## config.mk

```make
export PLATFORM = sky130hd
export DESIGN_NAME = lcp_channel_port
export DESIGN_NICKNAME = d
export VERILOG_FILES = /design/src/lcp_pkg.sv /design/src/lcp_channel_port.sv
export SDC_FILE = /design/constraint.sdc
export NUM_CORES = 1
export LEC_CHECK = 0
export ABC_AREA = 1
export BUFFER_PORTS_ARGS = -buffer_cell sky130_fd_sc_hd__buf_2
export CORE_UTILIZATION = 55
export CTS_CLUSTER_SIZE = 14
export DETAILED_ROUTE_END_ITERATION = 8
export PLACE_DENSITY = 0.9
export SYNTH_ARGS = -nofsm -noshare
export SYNTH_HDL_FRONTEND = slang
export SYNTH_SLANG_ARGS = --single-unit
```

## constraint.sdc

```tcl
create_clock -name mclk -period 4.3 [get_ports mclk]
set_clock_uncertainty 0.1 [all_clocks]
set_input_delay 0 -clock mclk [delete_from_list [all_inputs] [get_ports mclk]]
set_output_delay 0 -clock mclk [all_outputs]
set_load 0.05 [all_outputs]
```

## src/lcp_pkg.sv

```systemverilog
// shared constants and types for the channel front end of the link controller
package lcp_pkg;
  // ----------------------------------------
  // widths
  // ----------------------------------------
  localparam int WORD_W = 16;
  localparam int UNITS = 16;
  localparam int TRAP_W = 10;
  // select register fields
  localparam int SEL_IDX_LO = 6;
  localparam int SEL_IDX_HI = 7;
  localparam int SEL_STIM = 8;
  localparam int SEL_BANK_LO = 9;
  localparam int SEL_BANK_HI = 11;
  localparam int SEL_MAINT = 12;
  localparam int SEL_CLR_TRAP = 13;
  localparam int SEL_CLR_INTR = 14;
  // internal register index held in the select register
  localparam logic [1:0] IDX_LCR = 2'h0;
  localparam logic [1:0] IDX_TRAP = 2'h1;
  localparam logic [1:0] IDX_INTR = 2'h2;
  localparam logic [1:0] IDX_SEL = 2'h3;
  // status trap bit positions
  localparam int TRAP_DEC = 0;
  localparam int TRAP_UFAULT = 1;
  localparam int TRAP_ABORT = 2;
  localparam int TRAP_STIM = 3;
  localparam int TRAP_MULTI = 4;
  // link unit operations
  localparam logic [1:0] UOP_CMD = 2'h0;
  localparam logic [1:0] UOP_WR = 2'h1;
  localparam logic [1:0] UOP_RD = 2'h2;
  // reset values
  localparam logic [15:0] SEL_RST = 16'h0000;
  localparam logic [15:0] LCR_RST = 16'h0000;
  // ----------------------------------------
  // types
  // ----------------------------------------
  typedef struct packed {
    logic cp;
    logic dp;
    logic dr;
    logic status_sense_strobe;
    logic interrupt_poll_strobe;
  } lcp_strobe_s;
  typedef struct packed {
    logic blk;
    logic [6:0] prog;
    logic [3:0] fixed;
    logic [3:0] enable;
  } lcp_lcr_s;
  typedef enum logic [2:0] {
    ST_IDLE = 3'b000,
    ST_DECODE = 3'b001,
    ST_WAIT = 3'b010,
    ST_SETTLE = 3'b011,
    ST_REPLY = 3'b100
  } lcp_state_e;
endpackage

```

## src/lcp_channel_port.sv

```systemverilog
// host channel front end: address decode, strobes, replies, select/line control/trap registers
// ----------------------------------------
// Behaviour
// - two select codes: controller, enabled link unit
// - odd select parity fail: no action, no reply
// - five one-hot strobes decoded
// - command word on lines 1-15, addressed only
// - line 0 ignored during command
// - write strobe accepts the word
// - read strobe drives read data
// - status on 6-15, code plus parity 0-5
// - status answered even while busy
// - poll drives own interrupt bit
// - reply only after decode, settle; unit cp/dp/dr also wait for the transfer
// - reply drops after all strobes low
// - busy flag raised together with reply
// - fault by reply, held while addressed
// - sticky interrupt lead, cleared by command
// - low six select bits unused
// - controller command overwrites select register
// - line control written after select points
// - matched dual decoders drive 16 enables
// - command field: fixed, programmable, length bits
// - trap errors, status returns select code
// ----------------------------------------
`timescale 1ns/1ps
module lcp_channel_port #(
  parameter logic [4:0] CTRL_CODE = 5'h0a, // arbitrary select code
  parameter logic [4:0] UNIT_CODE = 5'h0b, // arbitrary select code
  parameter int POLL_BIT = 3
) (
  input wire logic mclk,
  input wire logic rst_n,
  input wire logic clk_en,
  input wire logic [5:0] adr_pins,
  input wire lcp_pkg::lcp_strobe_s strobe_pins,
  input wire logic [15:0] word_in,
  output logic [15:0] word_out,
  output logic word_oe_n,
  output logic sync_reply,
  output logic busy_reply,
  output logic fault_reply,
  output logic intr_reply,
  output logic [15:0] unit_enable,
  output logic [11:0] link_command,
  output logic unit_req,
  output logic [1:0] unit_op,
  output logic [15:0] unit_wdata,
  input wire logic [15:0] unit_rdata,
  input wire logic unit_done,
  input wire logic unit_fault,
  input wire logic unit_busy,
  input wire logic [15:0] unit_intr,
  output logic [2:0] micro_bank,
  output logic maint_test
);
  // ----------------------------------------
  // helpers
  // ----------------------------------------
  // parity bit that makes a five-bit code plus itself odd
  function automatic logic odd_par(input logic [4:0] c);
    odd_par = ~(^c);
  endfunction
  // second enable decoder, built differently from the shift form
  function automatic logic [15:0] dec_loop(input logic [3:0] a);
    logic [15:0] r;
    r = 16'h0000;
    for (int i = 0; i < 16; i++) begin
      r[i] = (a == 4'(i));
    end
    dec_loop = r;
  endfunction

  // ----------------------------------------
  // pin synchronisers
  // ----------------------------------------
  logic [5:0] adr_s1, adr_s2;
  lcp_pkg::lcp_strobe_s stb_s1, stb_s2;
  logic [15:0] word_s1, word_s2, uint_s1, uint_s2;
  // two flops on every pin from the host or the unit interrupt pairs
  always_ff @(posedge mclk) begin
    if (clk_en) begin
      adr_s1 <= adr_pins;
      adr_s2 <= adr_s1;
      stb_s1 <= strobe_pins;
      stb_s2 <= stb_s1;
      word_s1 <= word_in;
      word_s2 <= word_s1;
      uint_s1 <= unit_intr;
      uint_s2 <= uint_s1;
    end
  end

  // ----------------------------------------
  // decode
  // ----------------------------------------
  lcp_pkg::lcp_state_e state_reg, state_next;
  logic [15:0] sel_reg, sel_next, lcr_reg, lcr_next, intr_reg, intr_next;
  logic [9:0] trap_reg, trap_next, trap_set;
  logic [15:0] rd_word, out_reg, out_next, dec_a, dec_b;
  logic [1:0] uop_reg, uop_next;
  logic [1:0] sel_idx;
  logic [4:0] my_code;
  logic par_ok, hit_ctrl, hit_unit, hit, stb_any, stb_one, stb_none;
  logic act, ctrl_act, unit_act, drive_reg, drive_next, busy_cap_reg;
  logic dec_mis, clr_trap, clr_intr, in_settle;
  logic [14:0] word_hi;
  lcp_pkg::lcp_lcr_s lcr_f;
  // select code check: odd parity over all six lines, then one of two codes
  assign par_ok = ^adr_s2;
  assign hit_ctrl = par_ok && (adr_s2[4:0] == CTRL_CODE);
  assign hit_unit = par_ok && (adr_s2[4:0] == UNIT_CODE);
  assign hit = hit_ctrl || hit_unit;
  // strobes must be one-hot; anything else is not understood
  assign stb_any = |stb_s2;
  assign stb_none = !stb_any;
  assign stb_one = $onehot(stb_s2);
  assign act = (state_reg == lcp_pkg::ST_DECODE) && stb_one && hit;
  assign ctrl_act = act && hit_ctrl;
  assign unit_act = act && hit_unit && (stb_s2.cp || stb_s2.dp || stb_s2.dr);
  assign in_settle = (state_reg == lcp_pkg::ST_SETTLE);
  assign word_hi = word_s2[15:1];
  assign my_code = hit_unit ? UNIT_CODE : CTRL_CODE;
  // low six select bits form the sequence code field and steer nothing here
  assign sel_idx = sel_reg[lcp_pkg::SEL_IDX_HI:lcp_pkg::SEL_IDX_LO];
  assign clr_trap = ctrl_act && stb_s2.cp && word_s2[lcp_pkg::SEL_CLR_TRAP];
  assign clr_intr = ctrl_act && stb_s2.cp && word_s2[lcp_pkg::SEL_CLR_INTR];

  // ----------------------------------------
  // registers written by the host
  // ----------------------------------------
  // a controller command replaces the select word; line 0 is the channel's own bit
  assign sel_next = (ctrl_act && stb_s2.cp) ? {word_hi, 1'b0} : sel_reg;
  // line control only takes a write once the select register points at it
  assign lcr_next = (ctrl_act && stb_s2.dp && sel_idx == lcp_pkg::IDX_LCR) ? word_s2 : lcr_reg;
  // set beats clear so a request arriving with the clear is kept
  assign intr_next = (clr_intr ? 16'h0000 : intr_reg) | uint_s2;
  assign lcr_f = lcr_reg;

  // ----------------------------------------
  // enable decoders and error trap
  // ----------------------------------------
  // two decoders compared; on disagreement no unit is enabled at all
  assign dec_a = 16'h0001 << lcr_f.enable;
  assign dec_b = dec_loop(lcr_f.enable);
  assign dec_mis = (dec_a != dec_b);
  // every error source lands in the trap; new errors win over a clear
  always_comb begin
    trap_set = 10'h000;
    trap_set[lcp_pkg::TRAP_DEC] = dec_mis;
    trap_set[lcp_pkg::TRAP_UFAULT] = (state_reg == lcp_pkg::ST_WAIT) && unit_done && unit_fault;
    trap_set[lcp_pkg::TRAP_ABORT] = (state_reg == lcp_pkg::ST_WAIT) && !unit_done && stb_none;
    trap_set[lcp_pkg::TRAP_STIM] = act && sel_reg[lcp_pkg::SEL_STIM];
    trap_set[lcp_pkg::TRAP_MULTI] = (state_reg == lcp_pkg::ST_IDLE) && hit && stb_any && !stb_one;
  end
  assign trap_next = (clr_trap ? 10'h000 : trap_reg) | trap_set;

  // ----------------------------------------
  // read selection
  // ----------------------------------------
  // status carries the trap above the returned select code and its parity
  always_comb begin
    rd_word = 16'h0000;
    if (stb_s2.status_sense_strobe) begin
      rd_word = {trap_reg, odd_par(my_code), my_code};
    end else if (stb_s2.interrupt_poll_strobe) begin
      rd_word[POLL_BIT] = |intr_reg;
    end else begin
      case (sel_idx)
        lcp_pkg::IDX_LCR: rd_word = lcr_reg;
        lcp_pkg::IDX_TRAP: rd_word = {6'h00, trap_reg};
        lcp_pkg::IDX_INTR: rd_word = intr_reg;
        lcp_pkg::IDX_SEL: rd_word = sel_reg;
        default: rd_word = 16'h0000;
      endcase
    end
  end
  // unit reads are captured on completion, controller reads at decode
  assign out_next = (act && !unit_act) ? rd_word :
                    ((state_reg == lcp_pkg::ST_WAIT) && unit_done && uop_reg == lcp_pkg::UOP_RD) ?
                    unit_rdata : out_reg;
  assign drive_next = act ? (stb_s2.dr || stb_s2.status_sense_strobe || stb_s2.interrupt_poll_strobe) : drive_reg;
  assign uop_next = stb_s2.dp ? lcp_pkg::UOP_WR : (stb_s2.dr ? lcp_pkg::UOP_RD : lcp_pkg::UOP_CMD);

  // ----------------------------------------
  // handshake sequencer
  // ----------------------------------------
  // the host keeps strobe and data still until the reply, so decode waits one
  // cycle after the strobe is seen to let the data lines settle through the flops
  always_comb begin
    state_next = state_reg;
    case (state_reg)
      lcp_pkg::ST_IDLE: begin
        if (stb_one && hit) begin
          state_next = lcp_pkg::ST_DECODE;
        end
      end
      lcp_pkg::ST_DECODE: begin
        if (!act) begin
          state_next = lcp_pkg::ST_IDLE;
        end else if (unit_act) begin
          state_next = lcp_pkg::ST_WAIT;
        end else begin
          state_next = lcp_pkg::ST_SETTLE;
        end
      end
      lcp_pkg::ST_WAIT: begin
        if (unit_done) begin
          state_next = lcp_pkg::ST_SETTLE;
        end else if (stb_none) begin
          state_next = lcp_pkg::ST_IDLE; // host gave up: drop the transfer
        end
      end
      lcp_pkg::ST_SETTLE: state_next = lcp_pkg::ST_REPLY;
      lcp_pkg::ST_REPLY: begin
        if (stb_none) begin
          state_next = lcp_pkg::ST_IDLE;
        end
      end
      default: state_next = lcp_pkg::ST_IDLE;
    endcase
  end

  // ----------------------------------------
  // state
  // ----------------------------------------
  // sequencer and host visible registers
  always_ff @(posedge mclk) begin
    if (!rst_n) begin
      state_reg <= lcp_pkg::ST_IDLE;
      sel_reg <= lcp_pkg::SEL_RST;
      lcr_reg <= lcp_pkg::LCR_RST;
      intr_reg <= 16'h0000;
      trap_reg <= 10'h000;
      out_reg <= 16'h0000;
      drive_reg <= 1'b0;
      uop_reg <= lcp_pkg::UOP_CMD;
    end else if (clk_en) begin
      state_reg <= state_next;
      sel_reg <= sel_next;
      lcr_reg <= lcr_next;
      intr_reg <= intr_next;
      trap_reg <= trap_next;
      out_reg <= out_next;
      drive_reg <= drive_next;
      uop_reg <= act ? uop_next : uop_reg;
    end
  end
  // replies to the host; busy and sync come from the same decision
  always_ff @(posedge mclk) begin
    if (!rst_n) begin
      word_out <= 16'h0000;
      word_oe_n <= 1'b1;
      sync_reply <= 1'b0;
      busy_reply <= 1'b0;
      fault_reply <= 1'b0;
      intr_reply <= 1'b0;
      busy_cap_reg <= 1'b0;
    end else if (clk_en) begin
      word_out <= out_next;
      word_oe_n <= !(drive_next && (state_next == lcp_pkg::ST_SETTLE || state_next == lcp_pkg::ST_REPLY));
      sync_reply <= (state_next == lcp_pkg::ST_REPLY);
      busy_reply <= (state_next == lcp_pkg::ST_REPLY) && busy_cap_reg;
      busy_cap_reg <= act ? 1'b0 : (((state_reg == lcp_pkg::ST_WAIT) && unit_done) ? unit_busy : busy_cap_reg);
      fault_reply <= hit && (|trap_next);
      intr_reply <= |intr_next;
    end
  end
  // link unit side: enable pairs, command field and transfer request
  always_ff @(posedge mclk) begin
    if (!rst_n) begin
      unit_enable <= 16'h0000;
      link_command <= 12'h000;
      unit_req <= 1'b0;
      unit_op <= lcp_pkg::UOP_CMD;
      unit_wdata <= 16'h0000;
      micro_bank <= 3'h0;
      maint_test <= 1'b0;
    end else if (clk_en) begin
      unit_enable <= dec_mis ? 16'h0000 : dec_a;
      link_command <= {lcr_f.blk, lcr_f.prog, lcr_f.fixed};
      unit_req <= unit_act;
      unit_op <= unit_act ? uop_next : unit_op;
      unit_wdata <= unit_act ? {word_hi, stb_s2.cp ? 1'b0 : word_s2[0]} : unit_wdata;
      micro_bank <= sel_reg[lcp_pkg::SEL_BANK_HI:lcp_pkg::SEL_BANK_LO];
      maint_test <= sel_reg[lcp_pkg::SEL_MAINT];
    end
  end
endmodule // lcp_channel_port

```

; Word level (Yosys, flattened, before mapping)
; Cells that the tools add are included.
[classes]
n_bitwise = 3
n_reduce_logical = 54
n_addsub = 4
n_div = 0
n_mul = 0
eq_ne = 29
mux = 23
magnitude_cmp = 0
shifts = 1
[ops]
columns = cell, count
row1 = 16-bit 2-to-1 mux, 5
row2 = 16-bit case mux with 4 select lines, 1
row3 = 4-bit == test (second input constant), 8
row4 = 16-bit OR reduction, 2
row5 = 1-bit logical AND, 26
row6 = 4-bit by 3-bit == test with 1-bit output (second input constant), 4
row7 = 16-bit != test, 1
row8 = 16-bit OR, 1
row9 = 1-bit by 4-bit << shifter with 16-bit output (first input constant), 1
row10 = 3-bit case mux with 5 select lines, 1
row11 = 12-bit 2-to-1 mux, 1
row12 = 3-bit 2-to-1 mux, 4
row13 = 2-bit AND reduction, 6
row14 = 5-bit by 4-bit == test with 1-bit output (second input constant), 2
row15 = 10-bit 2-to-1 mux, 1
row16 = 10-bit by 5-bit OR with 10-bit output, 1
row17 = 10-bit OR reduction, 1
row18 = 3-bit by 2-bit == test with 1-bit output (second input constant), 3
row19 = 4-bit by 2-bit == test with 1-bit output (second input constant), 2
row20 = 1-bit 2-to-1 mux, 7
row21 = 2-bit == test (second input constant), 3
row22 = 3-bit by 1-bit == test with 1-bit output (second input constant), 2
row23 = 3-bit == test (second input constant), 2
row24 = 1-bit logical OR, 6
row25 = 15 further kinds, 23
[word_totals]
ram_bits = 0
output_inout_bits = 72
word_cells = 151
rom_bits = 0
register_bits = 222
mem_count = 0
latch_bits = 0
in_bits = 65

; Logic depth before layout (Yosys ltp)
[logic_depth]
ltp_word = 15
ltp_mapped = 16
mapped_depth_nobuf = 15

; Worst setup path after synthesis
; OpenSTA, ideal clock, no wires.
[synth_path]
path_kind = flip-flop to flip-flop
start = register stb_s2[1] (netlist name)
end = register word_out[8]
stages_incl_launch_ff = 17
required_ns = 4.084
path_buffers = 1
setup_ns = 0.116
arrival_ns = 2.922
period_less_slack_ns = 3.137
setup_slack_ns = 1.163
path_cell_list = edfxtp_1 > inv_1 > fa_1 > fa_1 > inv_1 > ha_1 > nor3_4 > nand4_4 > clkinv_1 > nand3_2 > nand2_2 > inv_2 > o21ai_4 > inv_2 > buf_6 > nor2_1 > nor2_1
[synth_via]
elab_chain_cells = 12
word_cells_on_any_way = 14
classes_between = add/sub (3) / eq/ne (1) / mux (2) / reduce/logical (8)
[synth_rtl]
columns = element, line
row1 = start: declaration, lcp_channel_port.sv:78  ; lcp_pkg::lcp_strobe_s stb_s1, stb_s2;
row2 = start signal: assignment, lcp_channel_port.sv:86  ; stb_s2 <= stb_s1;
row3 = 1-bit by 1-bit adder with 2-bit output (not written as such), lcp_channel_port.sv:117  ; assign stb_one = $onehot(stb_s2);
row4 = 2-bit by 2-bit adder with 3-bit output (not written as such), lcp_channel_port.sv:117
row5 = 3-bit by 1-bit adder with 3-bit output (not written as such), lcp_channel_port.sv:117
row6 = 3-bit by 1-bit == test with 1-bit output, lcp_channel_port.sv:117
row7 = 1-bit logical AND (2 in a row), lcp_channel_port.sv:118  ; assign act = (state_reg == lcp_pkg::ST_DECODE) && stb_one && hit;
row8 = 1-bit logical AND (2 in a row), lcp_channel_port.sv:120  ; assign unit_act = act && hit_unit && (stb_s2.cp || stb_s2.dp || stb_s2.dr);
row9 = 1-bit logical NOT, lcp_channel_port.sv:179  ; assign out_next = (act && !unit_act) ? rd_word :
row10 = 1-bit logical AND, lcp_channel_port.sv:179
row11 = 2-bit nonzero test (no source line), --
row12 = 2-bit AND reduction (no source line), --
row13 = end signal: assignment, lcp_channel_port.sv:260  ; word_out <= out_next;
row14 = end: declaration, lcp_channel_port.sv:38  ; output logic [15:0] word_out,
; Parallel ways exist; a longest one is shown, timed or not.
; A chain may end at the register's enable or synchronous reset.

; Final worst setup path
[layout_path]
start = register stb_s2[1] (netlist name)
end = register busy_cap_reg
[layout_via]
elab_chain_cells = 8
word_cells_on_any_way = 9
classes_between = add/sub (3) / eq/ne (1) / mux (1) / reduce/logical (4)
[layout_rtl]
columns = element, line
row1 = 1-bit by 1-bit adder with 2-bit output (not written as such) (*), lcp_channel_port.sv:117
row2 = 2-bit by 2-bit adder with 3-bit output (not written as such) (*), lcp_channel_port.sv:117
row3 = 3-bit by 1-bit adder with 3-bit output (not written as such) (*), lcp_channel_port.sv:117
row4 = 3-bit by 1-bit == test with 1-bit output (*), lcp_channel_port.sv:117
row5 = 1-bit logical AND (*) (2 in a row), lcp_channel_port.sv:118
row6 = 2-bit nonzero test (no source line), --
row7 = 2-bit AND reduction (no source line), --
row8 = end signal: assignment, lcp_channel_port.sv:264  ; busy_cap_reg <= act ? 1'b0 : (((state_reg == lcp_pkg::ST_WAIT) && unit_done) ? unit_busy : busy_cap_reg);
row9 = end: declaration, lcp_channel_port.sv:105  ; logic act, ctrl_act, unit_act, drive_reg, drive_next, busy_cap_reg;
; Every way passes the cells marked *; elsewhere a longest branch is shown, timed or not.

==> metrics.sh <==
RUN_STATUS='completed'
LARGEST_NET_DEGREE_AT_THE_START_OF_GLOBAL_ROUTING=95
SEQ_AREA_FRAC_SYNTH=0.609
WORST-SETUP-PATH-TYPE='flip-flop to flip-flop'
FINAL_MAX_SLEW_VIOL_COUNT=0
LEAKAGE_nW=4.72
SETUP.WORST_PATH.END='busy_cap_reg'
DR.PASS1.ITERS=6
POST_ROUTE_UTILIZATION=0.714
TRITONCTS='done'
CLK_PIN_SLEW_WORST_PATHS_NS=0.06
INITIAL_UTILIZATION=0.569
AREA_GROWTH_PCT=25.4
FMAX_MHz=255
HP-CLASS='input pin to flip-flop'
DRTITER0DRC=843
SLEW-LIMIT-HEADROOM=0.318
YOSYS.CELL_TYPES.COUNT=43
TIMING.CRITICAL_PATH.REQUIRED_NS=4.64
DIE_X_UM=128
SETUP_VIOLS_FINAL=0
GRTUSAGETOTAL=0.275
CP-STARTPOINT='stb_s2[1]'
WL_PER_CELL_UM=16.3
PORT_BUFFERS=136
POSTSYNTHREGISTERBITS=222
GP_CONGESTION=0.958
MAX-CAP-VIOLATIONS=0
CTS_ROOT_BUFFER='sky130_fd_sc_hd__clkbuf_16'
TCRIT_TCLK_FINAL=0.913
SYN-NUM-NETS=1017
ASYNCSETRESETFLOPFRACSYNTH=0
CHIPHEIGHT_UM=128
CTS_RESIZED=0
CP-END-KIND='flip-flop'
FINISH.NET_COUNT=1207
FINAL-SEQ-AREA_UM2=5310
OVERFLOW_AFTER_GRT=0
VIAS_PER_CELL=5.41
TIMING.REG2REG.SETUP_SLACK_NS=0.37
NFILLCELLS=1116
DRIVE_ABOVE_1_SHARE=0.169
SYNTH_WARNINGS=0
SYNTH_AREA_UM2=8720
YS_DOMINANT_REG_CELL='sky130_fd_sc_hd__dfxtp_1'
TIGHTEST_SLEW_NS=1.02
RSZ0062_AT_GRT='false'
FINALCRITICALPERIOD_NS=3.93
TOP_LEVEL_PORTS=137
MULTI_INPUT_AREA_UM2=2790
FIRST_PASS_GRT_WIRE_LENGTH_UM=35000
TIMING.REG2REG.WORST_PATH_DEPTH=13
CTS.SINK_COUNT=222
DRT_DRC_VIOLATIONS_LEFT=0
FLOORPLAN.CORE_AREA_UM2=15300
CRITICAL_PATH.REG2REG.ENDPOINT='busy_cap_reg'
VIA_COUNT=7362
ANTENNA_LEFT=0
SETUP-TNS-FINAL_NS=0
P_PER_AREA_nW_PER_UM2=420
CRITPATHMAXFANOUT=14
CTS_MAX_LEVEL=1
TRITONCTS.NUM_BUFFERS=22
SYN_AVG_CELL_AREA_UM2=9.22
NUM_ANTENNA_CELLS=0
CLK-INSERTION-DELAY-LATE_NS=0.51
FINAL_HOLD_VIOLATION_COUNT=0
DIE_AREA_UM2=16400
POST_SYNTH_EDFFS=86
CP_DATA_ARRIVAL_TIME_NS=4.27
REGTOREGSTARTPOINT='stb_s2[1]'
ROW_COUNT=45
WL_UM=22100
CTS-ROOT-TO-SINK-BUFFERS=3
FINAL_CELL_COUNT_NO_FILL=1362
SYNTHCELLS=945
POST-DP-HPWL_UM=13900
DP.CELLS=1256
VDD_IR_MAX_uV=362
NUMBER_OF_GLOBAL_ROUTE_VIAS_BEFORE_REPAIR=7004
GRT_ANTENNA_BEFORE_REPAIR=0
STARTPOINT_TYPE='flip-flop'
[per-stage QoR]
step	setup slack, ns	total power [mW]	area (µm²)	hold slack, ns
CTS	0.436	4.59	10900	0.0487
floorplan	1.16	2.53	8720	-0.00113
finish	0.373	4.59	10900	0.0863
detailed placement	0.482	2.64	9540	0.0781
global placement	0.654	2.63	9540	0.0771
global route	0.132	4.72	10900	0.0901
[cells in the final DEF, fill, tap and decap left out, types with 5 or more instances in the layout]
cell type	synthesis	routed
sky130_fd_sc_hd__dlygate4sd3_1	0	66
sky130_fd_sc_hd__o21ai_0	114	114
sky130_fd_sc_hd__ha_1	5	5
sky130_fd_sc_hd__a22oi_1	11	11
sky130_fd_sc_hd__nand4_1	6	6
sky130_fd_sc_hd__o221ai_1	8	8
sky130_fd_sc_hd__edfxtp_1	86	86
sky130_fd_sc_hd__dfxtp_1	136	136
sky130_fd_sc_hd__nand3_1	12	12
sky130_fd_sc_hd__a21oi_1	86	86
sky130_fd_sc_hd__clkbuf_16	0	23
sky130_fd_sc_hd__buf_2	6	135
sky130_fd_sc_hd__nor3_1	13	13
sky130_fd_sc_hd__o211ai_1	6	6
sky130_fd_sc_hd__nand2_1	135	135
sky130_fd_sc_hd__a211oi_1	6	6
sky130_fd_sc_hd__inv_1	107	106
sky130_fd_sc_hd__nor2_1	127	127
sky130_fd_sc_hd__buf_4	0	11
sky130_fd_sc_hd__clkbuf_1	35	7
[critical path: stages, from the launching register on]
cell	delay, ns
sky130_fd_sc_hd__edfxtp_1	0.63
sky130_fd_sc_hd__inv_1	0.22
sky130_fd_sc_hd__fa_1	0.53
sky130_fd_sc_hd__fa_1	0.37
sky130_fd_sc_hd__inv_1	0.06
sky130_fd_sc_hd__ha_1	0.25
sky130_fd_sc_hd__nor3_4	0.26
sky130_fd_sc_hd__nand4_4	0.17
sky130_fd_sc_hd__nor2_4	0.21
sky130_fd_sc_hd__inv_1	0.11
sky130_fd_sc_hd__a21oi_1	0.17
sky130_fd_sc_hd__o21ai_0	0.09
sky130_fd_sc_hd__a21oi_1	0.15
sky130_fd_sc_hd__dlygate4sd3_1	0.55
[worst min path at each step]
stage	startpoint	to	slack, ns	depth (start not counted)
after CTS	rst_n	word_oe_n	0.05	3
after detailed placement	unit_intr[14]	uint_s1[14]	0.08	1
after global placement	word_in[12]	word_s1[12]	0.08	1
final	rst_n	word_oe_n	0.09	3
after floorplan	adr_pins[0]	adr_s1[0]	-0.001	0
after global routing	word_in[11]	word_s1[11]	0.09	2
[area by class of cell]
class,instances,share of cell area
clock inverters,7,0.00893
multi-input cells,565,0.255
well taps,211,0.0242
clock buffers,33,0.0583
flip-flops and latches,222,0.485
inverters,112,0.0385
repair buffers,212,0.130
[where the power goes]
part | switching [mW] | internal [mW]
Combinational | 0.196 | 0.125
Clock | 0.786 | 1.15
Sequential | 0.0505 | 2.28
[metal layers]
layer / part of all wire / global-route usage
met3: 0.082 / 0.0492
met4: 0.030 / 0.0948
met1: 0.40 / 0.352
met5: 0 / 0.0124
met2: 0.49 / 0.469
[cells in the mapped netlist, types with 2 or more instances]
cell | count | area (µm²)
sky130_fd_sc_hd__a21oi_1 | 86 | 430
sky130_fd_sc_hd__o211ai_1 | 6 | 45.0
sky130_fd_sc_hd__nand3_2 | 2 | 20.0
sky130_fd_sc_hd__nand4_1 | 6 | 37.5
sky130_fd_sc_hd__buf_2 | 6 | 30.0
sky130_fd_sc_hd__ha_1 | 5 | 62.6
sky130_fd_sc_hd__a211oi_1 | 6 | 45.0
sky130_fd_sc_hd__nor2_1 | 127 | 477
sky130_fd_sc_hd__o21ai_1 | 3 | 15.0
sky130_fd_sc_hd__a22oi_1 | 11 | 82.6
sky130_fd_sc_hd__nand3_1 | 12 | 60.1
sky130_fd_sc_hd__nor2_4 | 2 | 22.5
sky130_fd_sc_hd__buf_6 | 3 | 33.8
sky130_fd_sc_hd__clkbuf_1 | 35 | 131
sky130_fd_sc_hd__edfxtp_1 | 86 | 2580
sky130_fd_sc_hd__fa_1 | 2 | 40.0
sky130_fd_sc_hd__o22ai_1 | 3 | 18.8
sky130_fd_sc_hd__a221oi_1 | 3 | 26.3
sky130_fd_sc_hd__o21ai_0 | 114 | 571
sky130_fd_sc_hd__inv_2 | 4 | 15.0
sky130_fd_sc_hd__dfxtp_1 | 136 | 2720
sky130_fd_sc_hd__a32oi_1 | 3 | 26.3
sky130_fd_sc_hd__nor3b_1 | 2 | 15.0
sky130_fd_sc_hd__o221ai_1 | 8 | 70.1
sky130_fd_sc_hd__nor4_1 | 4 | 25.0
sky130_fd_sc_hd__nor3_1 | 13 | 65.1
sky130_fd_sc_hd__inv_1 | 107 | 402
sky130_fd_sc_hd__nand2_1 | 135 | 507
[cell families (layout without fill, tap and decap cells)]
group                    after synthesis  in the layout  synth area share
AO/OA/AOI/OAI                        248            248             0.158
AND/OR/NAND/NOR                      309            309             0.149
XOR/XNOR                               1              1           0.00100
flip-flops                           222            222             0.609
adder cells (fa/ha/maj)                7              7            0.0118
buffers and inverters                158            364            0.0716
[timing repair]
action,4_1_cts,5_1_grt
hold buffers,66,0
endpoints found under the setup margin,0,0
endpoints found under the hold margin,90,0
buffers inserted,0,0
Power figures use the tool's default switching activity.
